$ cat src/hw/onwd_pkg.sv
// Contract
// RL1: Unused locations program nothing, return node address
// RL2: Bank0 nibble7: data bit3 sets user lock
// RL3: Bank0 nibble8: data bits3-2 set filter select
// RL4: Bank0 nibble10: data bit3 sets identity bit
// RL5: Bank1 nibble6: data bits1-0 set trim field
// RL6: Bank1 nibble7: full nibble sets node address
// RL7: Bank1 nibbles8-14: low nibble user bytes 1-7
// RL8: Bank2 nibble7: data bit1 sets mode bit
// RL9: Bank2 nibbles8-15: high nibble user bytes 1-8
// RL10: Burn only when burn enable set; else mirror only
// RL11: Burn response: node, nibble, 11, bank, content
// RL12: Master waits bit time per programmed bit
// RL13: Locations without target are treated as unused
// RL14: Bits outside target field leave neighbours unchanged
package onwd_pkg;
   // ----------------------------------------
   // Register map and fields
   // ----------------------------------------
   localparam logic [7:0] REG_CTRL = 8'h00;
   localparam logic [7:0] REG_CMD = 8'h04;
   localparam logic [7:0] REG_STATUS = 8'h08;
   localparam logic [7:0] REG_RESP = 8'h0c;
   localparam logic [7:0] REG_NODE = 8'h10;
   localparam int CTRL_BURN_BIT = 0;
   localparam int CTRL_BANK_LSB = 2;
   localparam int CMD_DATA_LSB = 0;
   localparam int CMD_NIB_LSB = 4;
   localparam int STAT_BUSY_BIT = 0;
   localparam int STAT_BITS_LSB = 4;
   localparam logic [3:0] NODE_RESET = 4'h0;
   localparam logic [31:0] CTRL_RESET = 32'h0000_0000;
   // ----------------------------------------
   // Mirror layout
   // ----------------------------------------
   localparam logic [3:0] IDX_CFG0 = 4'h0;
   localparam logic [3:0] IDX_CFG1 = 4'h1;
   localparam logic [3:0] IDX_CFG2 = 4'h2;
   localparam logic [3:0] IDX_TYPE = 4'h3;
   localparam logic [3:0] IDX_UD1 = 4'h4;
   localparam logic [7:0] MASK_LOCK = 8'h80;
   localparam logic [7:0] MASK_FILTER = 8'hc0;
   localparam logic [7:0] MASK_IDENT = 8'h80;
   localparam logic [7:0] MASK_TRIM = 8'h03;
   localparam logic [7:0] MASK_NODE = 8'h0f;
   localparam logic [7:0] MASK_MODE = 8'h20;
   localparam logic [7:0] MASK_LO = 8'h0f;
   localparam logic [7:0] MASK_HI = 8'hf0;
   localparam logic [3:0] NIB_LOCK = 4'h7;
   localparam logic [3:0] NIB_FILTER = 4'h8;
   localparam logic [3:0] NIB_IDENT = 4'ha;
   localparam logic [3:0] NIB_TRIM = 4'h6;
   localparam logic [3:0] NIB_NODE = 4'h7;
   localparam logic [3:0] NIB_MODE = 4'h7;
   localparam logic [3:0] NIB_UD_FIRST = 4'h8;
   localparam logic [3:0] NIB_UD1_LAST = 4'he;
   localparam logic [1:0] RESP_BURN_TAG = 2'h3;
   localparam logic [7:0] RESP_NOBURN_FILL = 8'h0f;
   // ----------------------------------------
   // Types
   // ----------------------------------------
   typedef struct packed {
      logic used;
      logic [3:0] idx;
      logic [7:0] mask;
      logic hi;
   } onwd_loc_t;
   typedef struct packed {
      logic [3:0] nibble;
      logic [3:0] data;
   } onwd_cmd_t;
   function automatic onwd_loc_t onwd_decode(logic [1:0] bank, logic [3:0] nib);
      onwd_loc_t l;
      l = '{used: 1'b0, idx: IDX_CFG0, mask: 8'h00, hi: 1'b0};
      unique case (bank)
         2'h0:
         begin
            if (nib == NIB_LOCK) l = '{1'b1, IDX_CFG2, MASK_LOCK, 1'b1}; // see RL2
            else if (nib == NIB_FILTER) l = '{1'b1, IDX_TYPE, MASK_FILTER, 1'b1}; // see RL3
            else if (nib == NIB_IDENT) l = '{1'b1, IDX_CFG0, MASK_IDENT, 1'b1}; // see RL4
         end
         2'h1:
         begin
            if (nib == NIB_TRIM) l = '{1'b1, IDX_CFG1, MASK_TRIM, 1'b0}; // see RL5
            else if (nib == NIB_NODE) l = '{1'b1, IDX_CFG2, MASK_NODE, 1'b0}; // see RL6
            else if (nib >= NIB_UD_FIRST && nib <= NIB_UD1_LAST)
               l = '{1'b1, 4'(IDX_UD1 + nib - NIB_UD_FIRST), MASK_LO, 1'b0}; // see RL7
         end
         2'h2:
         begin
            if (nib == NIB_MODE) l = '{1'b1, IDX_CFG2, MASK_MODE, 1'b1}; // see RL8
            else if (nib >= NIB_UD_FIRST)
               l = '{1'b1, 4'(IDX_UD1 + nib - NIB_UD_FIRST), MASK_HI, 1'b1}; // see RL9
         end
         2'h3:
         begin
            l.used = 1'b0; // see RL1
         end
      endcase
      return l;
   endfunction
endpackage

$ cat src/hw/onwd_mirror_mem.sv
`timescale 1ns/1ps
module onwd_mirror_mem
   import onwd_pkg::*;
#(
   parameter int DEPTH = 16,
   parameter int WIDTH = 8
)(
   // Clock and reset
   input wire logic clk,
   input wire logic rst_n,
   // Masked write port
   input wire logic we,
   input wire logic [3:0] widx,
   input wire logic [WIDTH-1:0] wmask,
   input wire logic [WIDTH-1:0] wdata,
   // Registered read port
   input wire logic [3:0] ridx,
   output logic [WIDTH-1:0] rdata
);
   logic [WIDTH-1:0] mem [DEPTH];
   logic [WIDTH-1:0] next_mem [DEPTH];
   logic [WIDTH-1:0] next_rdata;

   always_comb
   begin
      next_mem = mem;
      // Only masked bits move, so neighbouring fields keep their value
      if (we)
         next_mem[widx] = (mem[widx] & ~wmask) | (wdata & wmask); // see RL14
      next_rdata = mem[ridx];
   end

   always_ff @(posedge clk)
   begin
      if (!rst_n)
      begin
         for (int i = 0; i < DEPTH; i++)
            mem[i] <= '0;
         rdata <= '0;
      end
      else
      begin
         mem <= next_mem;
         rdata <= next_rdata;
      end
   end
endmodule // onwd_mirror_mem

$ cat src/hw/onwd_decoder.sv
// Added by the designer: register access over Wishbone and the register offsets.
`timescale 1ns/1ps
module onwd_decoder
   import onwd_pkg::*;
(
   // Clock and reset
   input wire logic clk,
   input wire logic rst_n,
   // Wishbone slave
   input wire logic wb_cyc_i,
   input wire logic wb_stb_i,
   input wire logic wb_we_i,
   input wire logic [7:0] wb_adr_i,
   input wire logic [31:0] wb_dat_i,
   input wire logic [3:0] wb_sel_i,
   output logic [31:0] wb_dat_o,
   output logic wb_ack_o,
   // OTP programming request
   output logic otp_prog_valid,
   output logic [3:0] otp_prog_index,
   output logic [7:0] otp_prog_mask,
   output logic [7:0] otp_prog_data,
   output logic [2:0] otp_prog_bits,
   // Current node address
   output logic [3:0] node_address
);
   // ----------------------------------------
   // Declarations
   // ----------------------------------------
   typedef enum {ST_IDLE, ST_WRITE, ST_SETTLE, ST_CAPT} onwd_state_t;
   onwd_state_t state, next_state;
   onwd_cmd_t cmd, next_cmd;
   onwd_loc_t loc;
   logic burn_enable, next_burn_enable;
   logic [1:0] bank_select, next_bank_select;
   logic [1:0] bank_l, next_bank_l;
   logic burn_l, next_burn_l;
   logic [15:0] resp, next_resp;
   logic [3:0] next_node_address;
   logic next_ack;
   logic [31:0] next_dat_o;
   logic next_prog_valid;
   logic [3:0] next_prog_index;
   logic [7:0] next_prog_mask, next_prog_data;
   logic [2:0] next_prog_bits;
   logic mem_we;
   logic [7:0] mem_wdata, mem_rdata;
   logic [3:0] resp_nibble;
   logic bus_req, bus_wr;

   function automatic logic [2:0] onwd_ones(logic [7:0] v);
      logic [2:0] n;
      n = 3'h0;
      for (int i = 0; i < 8; i++)
         n = 3'(n + {2'h0, v[i]});
      return n;
   endfunction

   // ----------------------------------------
   // Location decode and mirror
   // ----------------------------------------
   assign loc = onwd_decode(bank_l, cmd.nibble);
   // Unused locations never reach the mirror
   assign mem_we = (state == ST_WRITE) && loc.used; // see RL1 see RL13
   // Nibble placed on the field's half; the mask keeps only the field
   assign mem_wdata = loc.hi ? {cmd.data, 4'h0} : {4'h0, cmd.data}; // see RL2 see RL3 see RL4
   assign resp_nibble = loc.hi ? mem_rdata[7:4] : mem_rdata[3:0];

   onwd_mirror_mem #(.DEPTH(16), .WIDTH(8)) u_mem (
      .clk(clk),
      .rst_n(rst_n),
      .we(mem_we),
      .widx(loc.idx),
      .wmask(loc.mask),
      .wdata(mem_wdata),
      .ridx(loc.idx),
      .rdata(mem_rdata)
   );

   // ----------------------------------------
   // Bus and sequence
   // ----------------------------------------
   // Requests take effect on the edge that raises ack
   assign bus_req = wb_cyc_i && wb_stb_i && !wb_ack_o;
   assign bus_wr = bus_req && wb_we_i && wb_sel_i[0];

   always_comb
   begin
      next_state = state;
      next_cmd = cmd;
      next_burn_enable = burn_enable;
      next_bank_select = bank_select;
      next_bank_l = bank_l;
      next_burn_l = burn_l;
      next_resp = resp;
      next_node_address = node_address;
      next_ack = bus_req;
      next_dat_o = wb_dat_o;
      next_prog_valid = 1'b0;
      next_prog_index = otp_prog_index;
      next_prog_mask = otp_prog_mask;
      next_prog_data = otp_prog_data;
      next_prog_bits = otp_prog_bits;
      if (bus_req)
      begin
         next_dat_o = 32'h0;
         unique case (wb_adr_i)
            REG_CTRL:
            begin
               next_dat_o[CTRL_BURN_BIT] = burn_enable;
               next_dat_o[CTRL_BANK_LSB +: 2] = bank_select;
            end
            REG_CMD:
            begin
               next_dat_o[CMD_DATA_LSB +: 4] = cmd.data;
               next_dat_o[CMD_NIB_LSB +: 4] = cmd.nibble;
            end
            REG_STATUS:
            begin
               next_dat_o[STAT_BUSY_BIT] = (state != ST_IDLE);
               next_dat_o[STAT_BITS_LSB +: 3] = otp_prog_bits;
            end
            REG_RESP: next_dat_o[15:0] = resp;
            REG_NODE: next_dat_o[3:0] = node_address;
            default: next_dat_o = 32'h0;
         endcase
      end
      if (bus_wr && wb_adr_i == REG_CTRL)
      begin
         next_burn_enable = wb_dat_i[CTRL_BURN_BIT];
         next_bank_select = wb_dat_i[CTRL_BANK_LSB +: 2];
      end
      unique case (state)
         ST_IDLE:
         begin
            // A command written while busy is dropped
            if (bus_wr && wb_adr_i == REG_CMD)
            begin
               next_cmd.data = wb_dat_i[CMD_DATA_LSB +: 4];
               next_cmd.nibble = wb_dat_i[CMD_NIB_LSB +: 4];
               next_bank_l = bank_select;
               next_burn_l = burn_enable;
               next_state = ST_WRITE;
            end
         end
         ST_WRITE:
         begin
            if (loc.idx == IDX_CFG2 && loc.mask == MASK_NODE)
               next_node_address = cmd.data; // see RL6
            // Mirror always follows; the array burns only with burn enable
            if (burn_l && loc.used)
            begin
               next_prog_valid = 1'b1; // see RL10
               next_prog_index = loc.idx;
               next_prog_mask = loc.mask;
               next_prog_data = mem_wdata & loc.mask; // see RL14
            end
            // Master must allow one bit time per burned bit
            next_prog_bits = (burn_l && loc.used) ? onwd_ones(mem_wdata & loc.mask) : 3'h0; // see RL12
            next_state = ST_SETTLE;
         end
         ST_SETTLE: next_state = ST_CAPT;
         ST_CAPT:
         begin
            if (!burn_l)
               next_resp = {node_address, RESP_NOBURN_FILL, node_address}; // see RL10
            else if (!loc.used)
               next_resp = {node_address, cmd.nibble, RESP_BURN_TAG, bank_l, node_address}; // see RL1
            else
               next_resp = {node_address, cmd.nibble, RESP_BURN_TAG, bank_l, resp_nibble}; // see RL11
            next_state = ST_IDLE;
         end
      endcase
   end

   always_ff @(posedge clk)
   begin
      if (!rst_n)
      begin
         state <= ST_IDLE;
         cmd <= '0;
         burn_enable <= CTRL_RESET[CTRL_BURN_BIT];
         bank_select <= CTRL_RESET[CTRL_BANK_LSB +: 2];
         bank_l <= 2'h0;
         burn_l <= 1'b0;
         resp <= 16'h0;
         node_address <= NODE_RESET;
         wb_ack_o <= 1'b0;
         wb_dat_o <= 32'h0;
         otp_prog_valid <= 1'b0;
         otp_prog_index <= 4'h0;
         otp_prog_mask <= 8'h0;
         otp_prog_data <= 8'h0;
         otp_prog_bits <= 3'h0;
      end
      else
      begin
         state <= next_state;
         cmd <= next_cmd;
         burn_enable <= next_burn_enable;
         bank_select <= next_bank_select;
         bank_l <= next_bank_l;
         burn_l <= next_burn_l;
         resp <= next_resp;
         node_address <= next_node_address;
         wb_ack_o <= next_ack;
         wb_dat_o <= next_dat_o;
         otp_prog_valid <= next_prog_valid;
         otp_prog_index <= next_prog_index;
         otp_prog_mask <= next_prog_mask;
         otp_prog_data <= next_prog_data;
         otp_prog_bits <= next_prog_bits;
      end
   end
endmodule // onwd_decoder

$ cat config.mk
export PLATFORM = sky130hd
export DESIGN_NAME = onwd_decoder
export DESIGN_NICKNAME = d
export VERILOG_FILES = /design/src/hw/onwd_pkg.sv /design/src/hw/onwd_mirror_mem.sv /design/src/hw/onwd_decoder.sv
export SDC_FILE = /design/constraint.sdc
export NUM_CORES = 1
export LEC_CHECK = 0
export BUFFER_PORTS_ARGS = -buffer_cell sky130_fd_sc_hd__buf_2
export CAP_MARGIN = 15
export CORE_ASPECT_RATIO = 0.7
export CORE_MARGIN = 4
export CORE_UTILIZATION = 55
export DETAILED_ROUTE_END_ITERATION = 6
export GPL_ROUTABILITY_DRIVEN = 0
export PLACE_DENSITY = 0.8
export SLEW_MARGIN = 25
export SYNTH_ARGS = -nofsm -noshare
export SYNTH_HDL_FRONTEND = slang
export SYNTH_SLANG_ARGS = --single-unit
$ cat constraint.sdc
create_clock -name clk -period 11.7 [get_ports clk]
set_clock_uncertainty 0.2 [all_clocks]
set_input_delay 3.51 -clock clk [delete_from_list [all_inputs] [get_ports clk]]
set_output_delay 3.51 -clock clk [all_outputs]
set_load 0.05 [all_outputs]
==> reports/results.tsv, run 1 <==
stage	metric	value	unit
status	status	finished, final reports clean	
clocking	cts_root_buf	clkbuf_16	
global_routing	grt_pass1_wl	47.9	mm
clocking	ctsResizeCount	0	
worst_setup_path	reg2reg_slack	6300	ps
synth	syn_area_per_cell	8.47	um2
clocking	cts_tree	yes	
worst_setup_path	r2r-end	otp_prog_bits[2]$_SDFFE_PN0P_	
global_routing	antenna_found_initial	0	
hold_path	min_to	wb_dat_o[4]$_SDFFE_PN0P_	
die	core_area	0.0182	mm2
clocking	clockBufferDepth	3	
synth	synth_fa_ha_area_share	2.00	%
drt	routed_via_density	6.59	
synth	yosys_warnings	0	
synth	synth-edff-count	0	
timing	setup-violations-final	0	
synth	synth_compound_area_share	24.2	%
synth	synthMuxAreaShare	7.38	%
drt	first_iter_violations	1195	
timing	hold_ws	248	ps
place	placed_area	0.0104	mm2
cells_and_area	final_layout_size_suffix_gt1_share	13.2	%
worst_setup_path	required	11860	ps
synth	synth_top_family_by_area	compound AO/OA/AOI/OAI gates	
hold_path	hold_start	wb_dat_o[4]$_SDFFE_PN0P_	
timing	rsz0062_at_grt	no	
worst_setup_path	rr_worst_depth	17	
timing	tightestPinTransition	1060	ps
die	start_util	56.4	%
power_and_ir_drop	vdd_drop_max	84.6	uV
die	fp-row-count	41	
synth	ys_seq_area_share	41.0	%
place	hpwl	20.6	mm
synth	synth-xor-area-share	0.0855	%
synth	synth-simple-area-share	18.3	%
drt	via_count	9574	
global_routing	grt_use_total	28.6	%
worst_setup_path	r2r_start	cmd[7]$_SDFFE_PN0P_	
timing	slew_viol_final	0	
drt	route.detailed.drc	0	
cells_and_area	nFillCells	1553	
job	max_cap_violations	0	
drt	routed_wl	30.7	mm
worst_setup_path	worstSetupPathType	in2reg	
worst_setup_path	cp_max_fo	77	
clocking	path_clk_slew	60	ps
clocking	clk_latency	500	ps
hold_path	worstHoldPathCells	2	
timing	relSlewSlack	29.4	%
global_routing	first_global_vias	8597	
drt	routedWlPerCell	21.2	um
synth	syn_area	0.0102	mm2
hold_path	min_path_type	reg2reg	
cells_and_area	final_area	0.0110	mm2
place	portBuffers	66	
cells_and_area	regArea	0.00420	mm2
synth	synth_cell_types	84	
timing	hold_viol_final	0	
drt	ant_nets	0	
timing	finalCritPeriodShare	51.6	%
timing	max_freq	166	MHz
die	die_w	171	um
die	dieArea	0.0209	mm2
global_routing	grt_max_degree	78	
timing	fin_setup_tns	0	ps
cells_and_area	fin_nets	1265	
synth	syn_inst	1209	
cells_and_area	antenna_cells	0	
power_and_ir_drop	p_per_area	129	mW/mm2
worst_setup_path	crit_path_end_kind	register	
clocking	cts_made_buffers	20	
synth	ys_ff_latch	210	
global_routing	overflow	0	
synth	ys_async_sr_fraction	0	%
clocking	ctsHoldBuffers	0	
cells_and_area	area_growth	7.79	%
clocking	cts_max_level	1	
die	chipHeight	122	um
clocking	clkSinkCount	210	
drt	first_pass_iters	6	
power_and_ir_drop	cellLeakagePower	3.70	nW
die	ioPinCount	110	
cells_and_area	multiInputGateArea	0.00540	mm2
timing	fin_crit	6040	ps
worst_setup_path	crit_path_start_kind	input pin	
synth	ys.flop_type	dfxtp_1	
clocking	post_cts.repair.setup_buffers	0	
worst_setup_path	arrival	6200	ps
-- placed cells by master (no fill, tap or decap), drive strengths merged, types with 13 or more instances in the layout --
cell	count
o32ai	19
a21oi	89
nor2	133
a311oi	17
o31ai	13
a22oi	20
clkbuf	32
nand3	82
buf	79
mux2	18
inv	19
nor3	23
dfxtp	210
o22ai	48
conb	16
mux2i	53
nand2	112
a31oi	14
o21ai	77
-- worst max-delay path: stages --
cell     delay (ps)
buf_2            90
buf_4           360
inv_4           720
buf_4           770
or2_2           320
nor2_1           70
a31oi_1         160
o21ai_0         100
-- logic make-up after synthesis --
logic type	Yosys count
xor gates and xnor gates	1
adders and majority gates	14
AOI/OAI and AO/OA	369
other	1
muxes	72
and+or+nand+nor	400
buffers and inverters	142
DFF	210
-- synthesized netlist by cell type, types with 3 or more instances --
library cell / number / area [um2]
o211ai_1: 7 / 52.6
nand2b_1: 11 / 68.8
o22a_1: 3 / 26.3
o32ai_1: 19 / 166
buf_2: 19 / 95.1
a22oi_1: 19 / 143
and2_1: 6 / 37.5
nor2b_1: 4 / 25.0
and3_1: 10 / 62.6
a22o_1: 9 / 78.8
o21ai_1: 8 / 40.0
nor3_2: 6 / 60.1
nor3_1: 16 / 80.1
buf_6: 7 / 78.8
mux2i_1: 53 / 531
a21o_1: 5 / 37.5
o22ai_1: 47 / 294
buf_4: 21 / 158
a31oi_1: 13 / 81.3
inv_1: 18 / 67.6
dfxtp_1: 210 / 4200
mux2_2: 18 / 203
a311oi_1: 17 / 149
nor2_1: 130 / 488
or3_1: 3 / 18.8
nand3_1: 81 / 405
a21oi_1: 88 / 440
o21ai_0: 68 / 340
ha_1: 10 / 125
a222oi_1: 7 / 70.1
clkbuf_1: 74 / 278
nand2_1: 111 / 417
a211o_1: 3 / 26.3
fa_1: 4 / 80.1
o31ai_1: 13 / 97.6
a32oi_1: 7 / 61.3
o221ai_1: 4 / 35.0
a211oi_1: 6 / 45.0
-- cell type report --
| type | instances | share of cell area (%) |
|---|---|---|
| Inverter | 19 | 0.669 |
| Multi-Input combinational cell | 872 | 48.9 |
| Tap cell | 236 | 2.67 |
| Sequential cell | 210 | 38.1 |
| Timing Repair Buffer | 79 | 3.88 |
| Clock inverter | 4 | 0.181 |
| Clock buffer | 32 | 5.59 |
-- stage by stage --
step | instances | utilization [%] | total power, mW | worst slack, ps
final | 1452 | 60.8 | 1.42 | 5660
after global routing | 1452 | 60.8 | 1.45 | 5470
after CTS | 1452 | 60.7 | 1.42 | 5750
after detailed placement | 1416 | 57.2 | 0.793 | 5250
after global placement | 1416 | 57.2 | 0.792 | 5260
after floorplan | 1224 | - | 0.781 | 6190
-- flip-flops by register name, summed over array words and instances (netlist names) --
register and flops:
otp_prog_valid 1, burn_l 1, burn_enable 1, bank_select 2, bank_l 2, otp_prog_index 4, otp_prog_bits 3, wb_ack_o 1
u_mem.mem 128, node_address 4, u_mem.rdata 8, resp 15, wb_dat_o 16, state 2, cmd 8, otp_prog_mask 6
otp_prog_data 8
-- power breakdown --
| group | switching (mW) | internal (mW) | total, mW |
|---|---|---|---|
| logic | 0.0497 | 0.0111 | 0.0608 |
| clock network | 0.282 | 0.362 | 0.643 |
| registers | 0.00178 | 0.716 | 0.718 |
| total | 0.333 | 1.09 | 1.42 |
-- metal layers --
| metal | GRT usage (%) | routed length [um] |
|---|---|---|
| met4 | 6.33 | 564 |
| met2 | 39.2 | 12100 |
| met1 | 43.7 | 13700 |
| met3 | 9.05 | 4330 |
| met5 | 0 | 0 |
-- worst max-delay path by stage --
stage	startpoint	endpoint	slack (ps)	depth (start not counted)
2_1_floorplan	wb_adr_i[1]	cmd[3]$_SDFFE_PN0P_	6190	8
3_3_place_gp	rst_n	u_mem.mem[30]$_SDFFE_PN0P_	5260	8
3_5_place_dp	rst_n	u_mem.mem[14]$_SDFFE_PN0P_	5250	8
4_1_cts	rst_n	u_mem.mem[54]$_SDFFE_PN0P_	5750	8
5_1_grt	rst_n	u_mem.mem[62]$_SDFFE_PN0P_	5470	8
6_report	rst_n	u_mem.mem[54]$_SDFFE_PN0P_	5660	8
Note: power is estimated with default switching activity, not from simulation.
==> run 2: changes to the inputs <==
==> constraint.sdc (replaced) <==
create_clock -name clk -period 5.59 [get_ports clk]
set_clock_uncertainty 0.2 [all_clocks]
set_input_delay 1.677 -clock clk [delete_from_list [all_inputs] [get_ports clk]]
set_output_delay 1.677 -clock clk [all_outputs]
set_load 0.05 [all_outputs]
==> run 2 against run 1 <==
Setup slack worse by 4800 ps. Sequential power rose by 110%. Non-clock buffer count increased by 5. Power increased by 110%.
==> reports/results.tsv, run 2 (same netlist as run 1, synthesis figures left out) <==
stage	metric	value	unit
timing	fin_crit	4690	ps
worst_setup_path	reg2reg_slack	900	ps
cells_and_area	instances_no_fill	1454	
global_routing	overflow	0	
drt	routed_wl	31.0	mm
timing	fin_setup_tns	0	ps
place	hpwl	21.3	mm
global_routing	first_global_vias	8670	
worst_setup_path	rr_worst_depth	17	
drt	ant_nets	0	
cells_and_area	regMostFlops	u_mem.mem	
die	start_util	56.4	%
drt	routed_via_density	6.59	
global_routing	grt_max_degree	68	
clocking	cts_max_level	1	
worst_setup_path	required	5760	ps
drt	route.detailed.drc	0	
timing	hold_ws	250	ps
hold_path	min_path_type	reg2reg	
clocking	cts_made_buffers	20	
timing	hold_viol_final	0	
die	dieArea	0.0209	mm2
drt	routedWlPerCell	21.3	um
die	chipHeight	122	um
place	dp_cells	1421	
cells_and_area	antenna_cells	0	
worst_setup_path	crit_path_start_kind	register	
cells_and_area	final_common_cell	dfxtp_1	
die	ioPinCount	110	
clocking	ctsResizeCount	0	
job	max_cap_violations	0	
clocking	post_cts.repair.setup_buffers	0	
power_and_ir_drop	cellLeakagePower	3.72	nW
drt	first_iter_violations	1517	
global_routing	grt_pass1_wl	48.3	mm
clocking	clk_latency	510	ps
timing	relSlewSlack	27.7	%
global_routing	grt_use_total	28.9	%
cells_and_area	largest_registers	u_mem.mem (128), wb_dat_o (16), resp (15)	
worst_setup_path	arrival	4860	ps
clocking	clkSinkCount	210	
global_routing	antenna_found_initial	0	
clocking	ctsHoldBuffers	0	
cells_and_area	nFillCells	1596	
worst_setup_path	critPathLaunch	cmd[6]$_SDFFE_PN0P_	
die	die_w	171	um
timing	max_freq	213	MHz
worst_setup_path	cp-endpoint	otp_prog_bits[1]$_SDFFE_PN0P_	
drt	via_count	9580	
clocking	path_clk_slew	60	ps
clocking	cts_root_buf	clkbuf_16	
timing	tightestPinTransition	1080	ps
power_and_ir_drop	vdd_drop_max	176	uV
status	status	finished, final reports clean	
die	core_area	0.0182	mm2
worst_setup_path	r2r-end	otp_prog_bits[1]$_SDFFE_PN0P_	
clocking	clockBufferDepth	3	
die	fp-row-count	41	
cells_and_area	final_cell_mix	dfxtp_1, nor2_1, nand2_1	
worst_setup_path	cp_max_fo	18	
drt	first_pass_iters	5	
timing	setup-violations-final	0	
timing	rsz0062_at_grt	no	
cells_and_area	area_growth	8.07	%
cells_and_area	final_layout_size_suffix_gt1_share	13.5	%
timing	finalCritPeriodShare	84.0	%
cells_and_area	fin_nets	1270	
worst_setup_path	crit_path_end_kind	register	
worst_setup_path	worstSetupPathType	reg2reg	
worst_setup_path	r2r_start	cmd[6]$_SDFFE_PN0P_	
place	portBuffers	66	
clocking	cts_tree	yes	
timing	slew_viol_final	0	
cells_and_area	largest_reg_flops	128	
power_and_ir_drop	p_per_area	269	mW/mm2
cells_and_area	utilization	61.0	%
-- run 2: routing by layer --
metal | share of wire [%] | track usage, % | vias up
li1 | - | - | 4371
met1 | 45 | 45.4 | 4554
met2 | 39 | 38.9 | 579
met3 | 13 | 7.30 | 76
met4 | 2.4 | 7.03 | 0
met5 | 0 | 0 | -
-- run 2: critical path: stages, from the launching register on --
cell and delay (ps):
dfxtp_1 480, ha_1 320, and3_4 250, a21oi_2 70, or3_1 430, nor2_1 120
buf_4 260, fa_1 460, inv_1 90, fa_1 410, fa_1 480, inv_1 60
ha_1 130, inv_1 50, fa_1 490, nor2_1 50, a21oi_1 140, nor2_1 50
-- run 2: worst min-delay path by stage --
stage                     cells past startpoint  slack (ps)                startpoint                       end
after floorplan                               2         230      resp[7]$_SDFFE_PN0N_      resp[7]$_SDFFE_PN0N_
after global placement                        2         240  wb_dat_o[4]$_SDFFE_PN0P_  wb_dat_o[4]$_SDFFE_PN0P_
after detailed placement                      2         240  wb_dat_o[4]$_SDFFE_PN0P_  wb_dat_o[4]$_SDFFE_PN0P_
after CTS                                     2         250  wb_dat_o[4]$_SDFFE_PN0P_  wb_dat_o[4]$_SDFFE_PN0P_
after global routing                          2         260  wb_dat_o[4]$_SDFFE_PN0P_  wb_dat_o[4]$_SDFFE_PN0P_
final                                         2         250  wb_dat_o[4]$_SDFFE_PN0P_  wb_dat_o[4]$_SDFFE_PN0P_
-- run 2: area by class of cell --
cell class,count,area (um2),share of cell area (%)
timing repair buffer,84,465,4.20
clock buffer,32,627,5.66
multi-input combinational,872,5400,48.8
inverter,19,73.8,0.667
sequential,210,4200,38.0
tap,236,295,2.67
clock inverter,1,5.00,0.0452
-- run 2: power breakdown --
| group | switching, mW | internal (mW) | leakage, nW |
|---|---|---|---|
| registers | 0.00350 | 1.50 | 1.69 |
| logic | 0.105 | 0.0240 | 1.72 |
| clock network | 0.579 | 0.763 | 0.312 |
-- run 2: metrics by stage --
step | cell area (um2) | setup WS (ps) | power (mW)
CTS | 11100 | 947 | 2.97
floorplan | 10300 | 906 | 1.64
finish | 11100 | 897 | 2.97
global route | 11100 | 719 | 3.05
detailed placement | 10400 | 951 | 1.66
global placement | 10400 | 1040 | 1.66
==> run 3: changes to the inputs <==
==> constraint.sdc (replaced) <==
create_clock -name clk -period 4.6 [get_ports clk]
set_clock_uncertainty 0.2 [all_clocks]
set_input_delay 1.38 -clock clk [delete_from_list [all_inputs] [get_ports clk]]
set_output_delay 1.38 -clock clk [all_outputs]
set_load 0.05 [all_outputs]
==> run 3 against run 2 <==
Core utilization grew 1.6 points. Via count grew 1.6%. First-iteration DRC count grew 14%.
==> reports/results.tsv, run 3 (same netlist as run 1, synthesis figures left out) <==
stage	metric	value	unit
worst_setup_path	worst-path-stages	16	
worst_setup_path	crit_path_start_kind	register	
worst_setup_path	reg2reg_slack	240	ps
cells_and_area	fin_nets	1293	
worst_setup_path	arrival	4530	ps
drt	routedWlPerCell	21.1	um
timing	tightestPinTransition	994	ps
worst_setup_path	slowest_stage	fa_1	
timing	finalCritPeriodShare	94.7	%
worst_setup_path	rr_worst_depth	16	
timing	slew_viol_final	0	
clocking	cts_tree	yes	
power_and_ir_drop	clockPowerShare	47.9	%
die	die_w	171	um
worst_setup_path	r2r_start	cmd[6]$_SDFFE_PN0P_	
timing	rsz0062_at_grt	no	
drt	ant_nets	0	
drt	via_count	9731	
cells_and_area	largest_registers	u_mem.mem (128), wb_dat_o (16), resp (15)	
clocking	clockBufferDepth	3	
die	ioPinCount	110	
hold_path	min_path_type	reg2reg	
worst_setup_path	crit_path_end_kind	register	
timing	final.setup.worst_slack	242	ps
clocking	ctsHoldBuffers	0	
die	chipHeight	122	um
die	start_util	56.4	%
timing	fin_crit	4360	ps
place	pre_cts_ws	253	ps
power_and_ir_drop	p_int	2.94	mW
timing	setup-violations-final	0	
clocking	path_clk_slew	70	ps
drt	routed_wl	31.3	mm
place	portBuffers	66	
cells_and_area	final_common_cell	dfxtp_1	
cells_and_area	final_area	0.0114	mm2
drt	first_iter_violations	1722	
worst_setup_path	r2r-end	otp_prog_bits[2]$_SDFFE_PN0P_	
clocking	cts_root_buf	clkbuf_16	
status	status	finished, final reports clean	
global_routing	first_global_vias	8661	
cells_and_area	instances_no_fill	1479	
cells_and_area	antenna_cells	0	
power_and_ir_drop	vdd_drop_max	258	uV
timing	relSlewSlack	33.3	%
global_routing	grt_max_degree	51	
clocking	cts_made_buffers	20	
worst_setup_path	cp_max_fo	7	
worst_setup_path	crit_chain	ha_1 -> and3_4 -> a21oi_2 -> or3_1 -> nor2_1 -> fa_1 -> inv_1 -> fa_1 -> fa_1 -> inv_1 -> ha_1 -> inv_1 -> fa_1 -> xnor2_1 -> a21oi_1 -> nor2_1	
die	fp-row-count	41	
power_and_ir_drop	switching_share	22.8	%
clocking	clkSinkCount	210	
cells_and_area	largest_reg_flops	128	
timing	max_freq	229	MHz
cells_and_area	nFillCells	1529	
power_and_ir_drop	combinationalPowerShare	4.2	%
global_routing	antenna_found_initial	0	
clocking	cts_max_level	1	
die	dieArea	0.0209	mm2
job	max_cap_violations	0	
place	dp_cells	1444	
cells_and_area	regMostFlops	u_mem.mem	
global_routing	grt_pass1_wl	48.7	mm
drt	route.detailed.drc	0	
worst_setup_path	worst_path_most_repeated_cell	fa_1	
clocking	clk_latency	500	ps
hold_path	hold_start	wb_dat_o[5]$_SDFFE_PN0P_	
cells_and_area	final_layout_size_suffix_gt1_share	15.5	%
clocking	ctsResizeCount	0	
hold_path	worstHoldPathCells	2	
timing	hold_viol_final	0	
clocking	post_cts.repair.setup_buffers	0	
cells_and_area	final_cell_mix	dfxtp_1, nor2_1, nand2_1	
worst_setup_path	crit_family	adder cells	
timing	fin_setup_tns	0	ps
power_and_ir_drop	p_per_area	335	mW/mm2
global_routing	grt_use_total	29.1	%
drt	routed_via_density	6.58	
worst_setup_path	max_stage_delay	480	ps
die	core_area	0.0182	mm2
power_and_ir_drop	power_frac_seq	48.0	%
power_and_ir_drop	cellLeakagePower	3.88	nW
place	hpwl	21.7	mm
worst_setup_path	worstSetupPathType	reg2reg	
worst_setup_path	required	4770	ps
worst_setup_path	critPathBufInv	3	
hold_path	min_to	wb_dat_o[5]$_SDFFE_PN0P_	
place	placed_area	0.0106	mm2
cells_and_area	area_growth	10.8	%
power_and_ir_drop	p_sw	869	uW
drt	first_pass_iters	6	
global_routing	overflow	0	
## run 3: final cells by class
cell class | count | area, um2 | area share (%)
multi-input combinational | 872 | 5410 | 47.6
sequential | 210 | 4200 | 37.0
timing repair buffer | 107 | 651 | 5.73
clock buffer | 28 | 602 | 5.30
tap | 236 | 295 | 2.60
clock inverter | 7 | 119 | 1.05
inverter | 19 | 73.8 | 0.650
## run 3: power groups by stage
stage	sequential, mW	clock, mW	combinational (mW)
after floorplan	1.87	0	0.115
after global placement	1.87	0	0.152
after detailed placement	1.87	0	0.153
after CTS	1.83	1.82	0.154
after global routing	1.83	1.91	0.169
final	1.83	1.82	0.158
## run 3: tightest hold or removal path, stage by stage (launching register included)
cell and delay (ps):
dfxtp_1 310, nand2_1 50, a21oi_1 50
## run 3: worst max-delay path by stage
| stage | endpoint | from | slack [ps] |
|---|---|---|---|
| 2_1_floorplan | otp_prog_bits[2]$_SDFFE_PN0P_ | cmd[6]$_SDFFE_PN0P_ | 10 |
| 3_3_place_gp | otp_prog_bits[1]$_SDFFE_PN0P_ | cmd[6]$_SDFFE_PN0P_ | 310 |
| 3_5_place_dp | otp_prog_bits[2]$_SDFFE_PN0P_ | cmd[6]$_SDFFE_PN0P_ | 250 |
| 4_1_cts | otp_prog_bits[2]$_SDFFE_PN0P_ | cmd[6]$_SDFFE_PN0P_ | 260 |
| 5_1_grt | otp_prog_bits[1]$_SDFFE_PN0P_ | cmd[6]$_SDFFE_PN0P_ | 10 |
| 6_report | otp_prog_bits[2]$_SDFFE_PN0P_ | cmd[6]$_SDFFE_PN0P_ | 240 |
## run 3: metal layers
metal,vias to the layer above,GRT usage (%),wire length [um]
li1,4419,-,-
met2,663,39.6,12200
met5,-,0,0
met1,4560,45.9,13700
met3,89,7.40,4550
met4,0,6.14,771
## run 3: stage by stage
stage | hold slack (ps) | total power, mW | util (%)
detailed placement | 248 | 2.02 | 58.5
global placement | 237 | 2.02 | 58.5
CTS | 255 | 3.80 | 62.4
floorplan | 234 | 1.99 | -
finish | 255 | 3.81 | 62.5
global route | 268 | 3.91 | 62.5
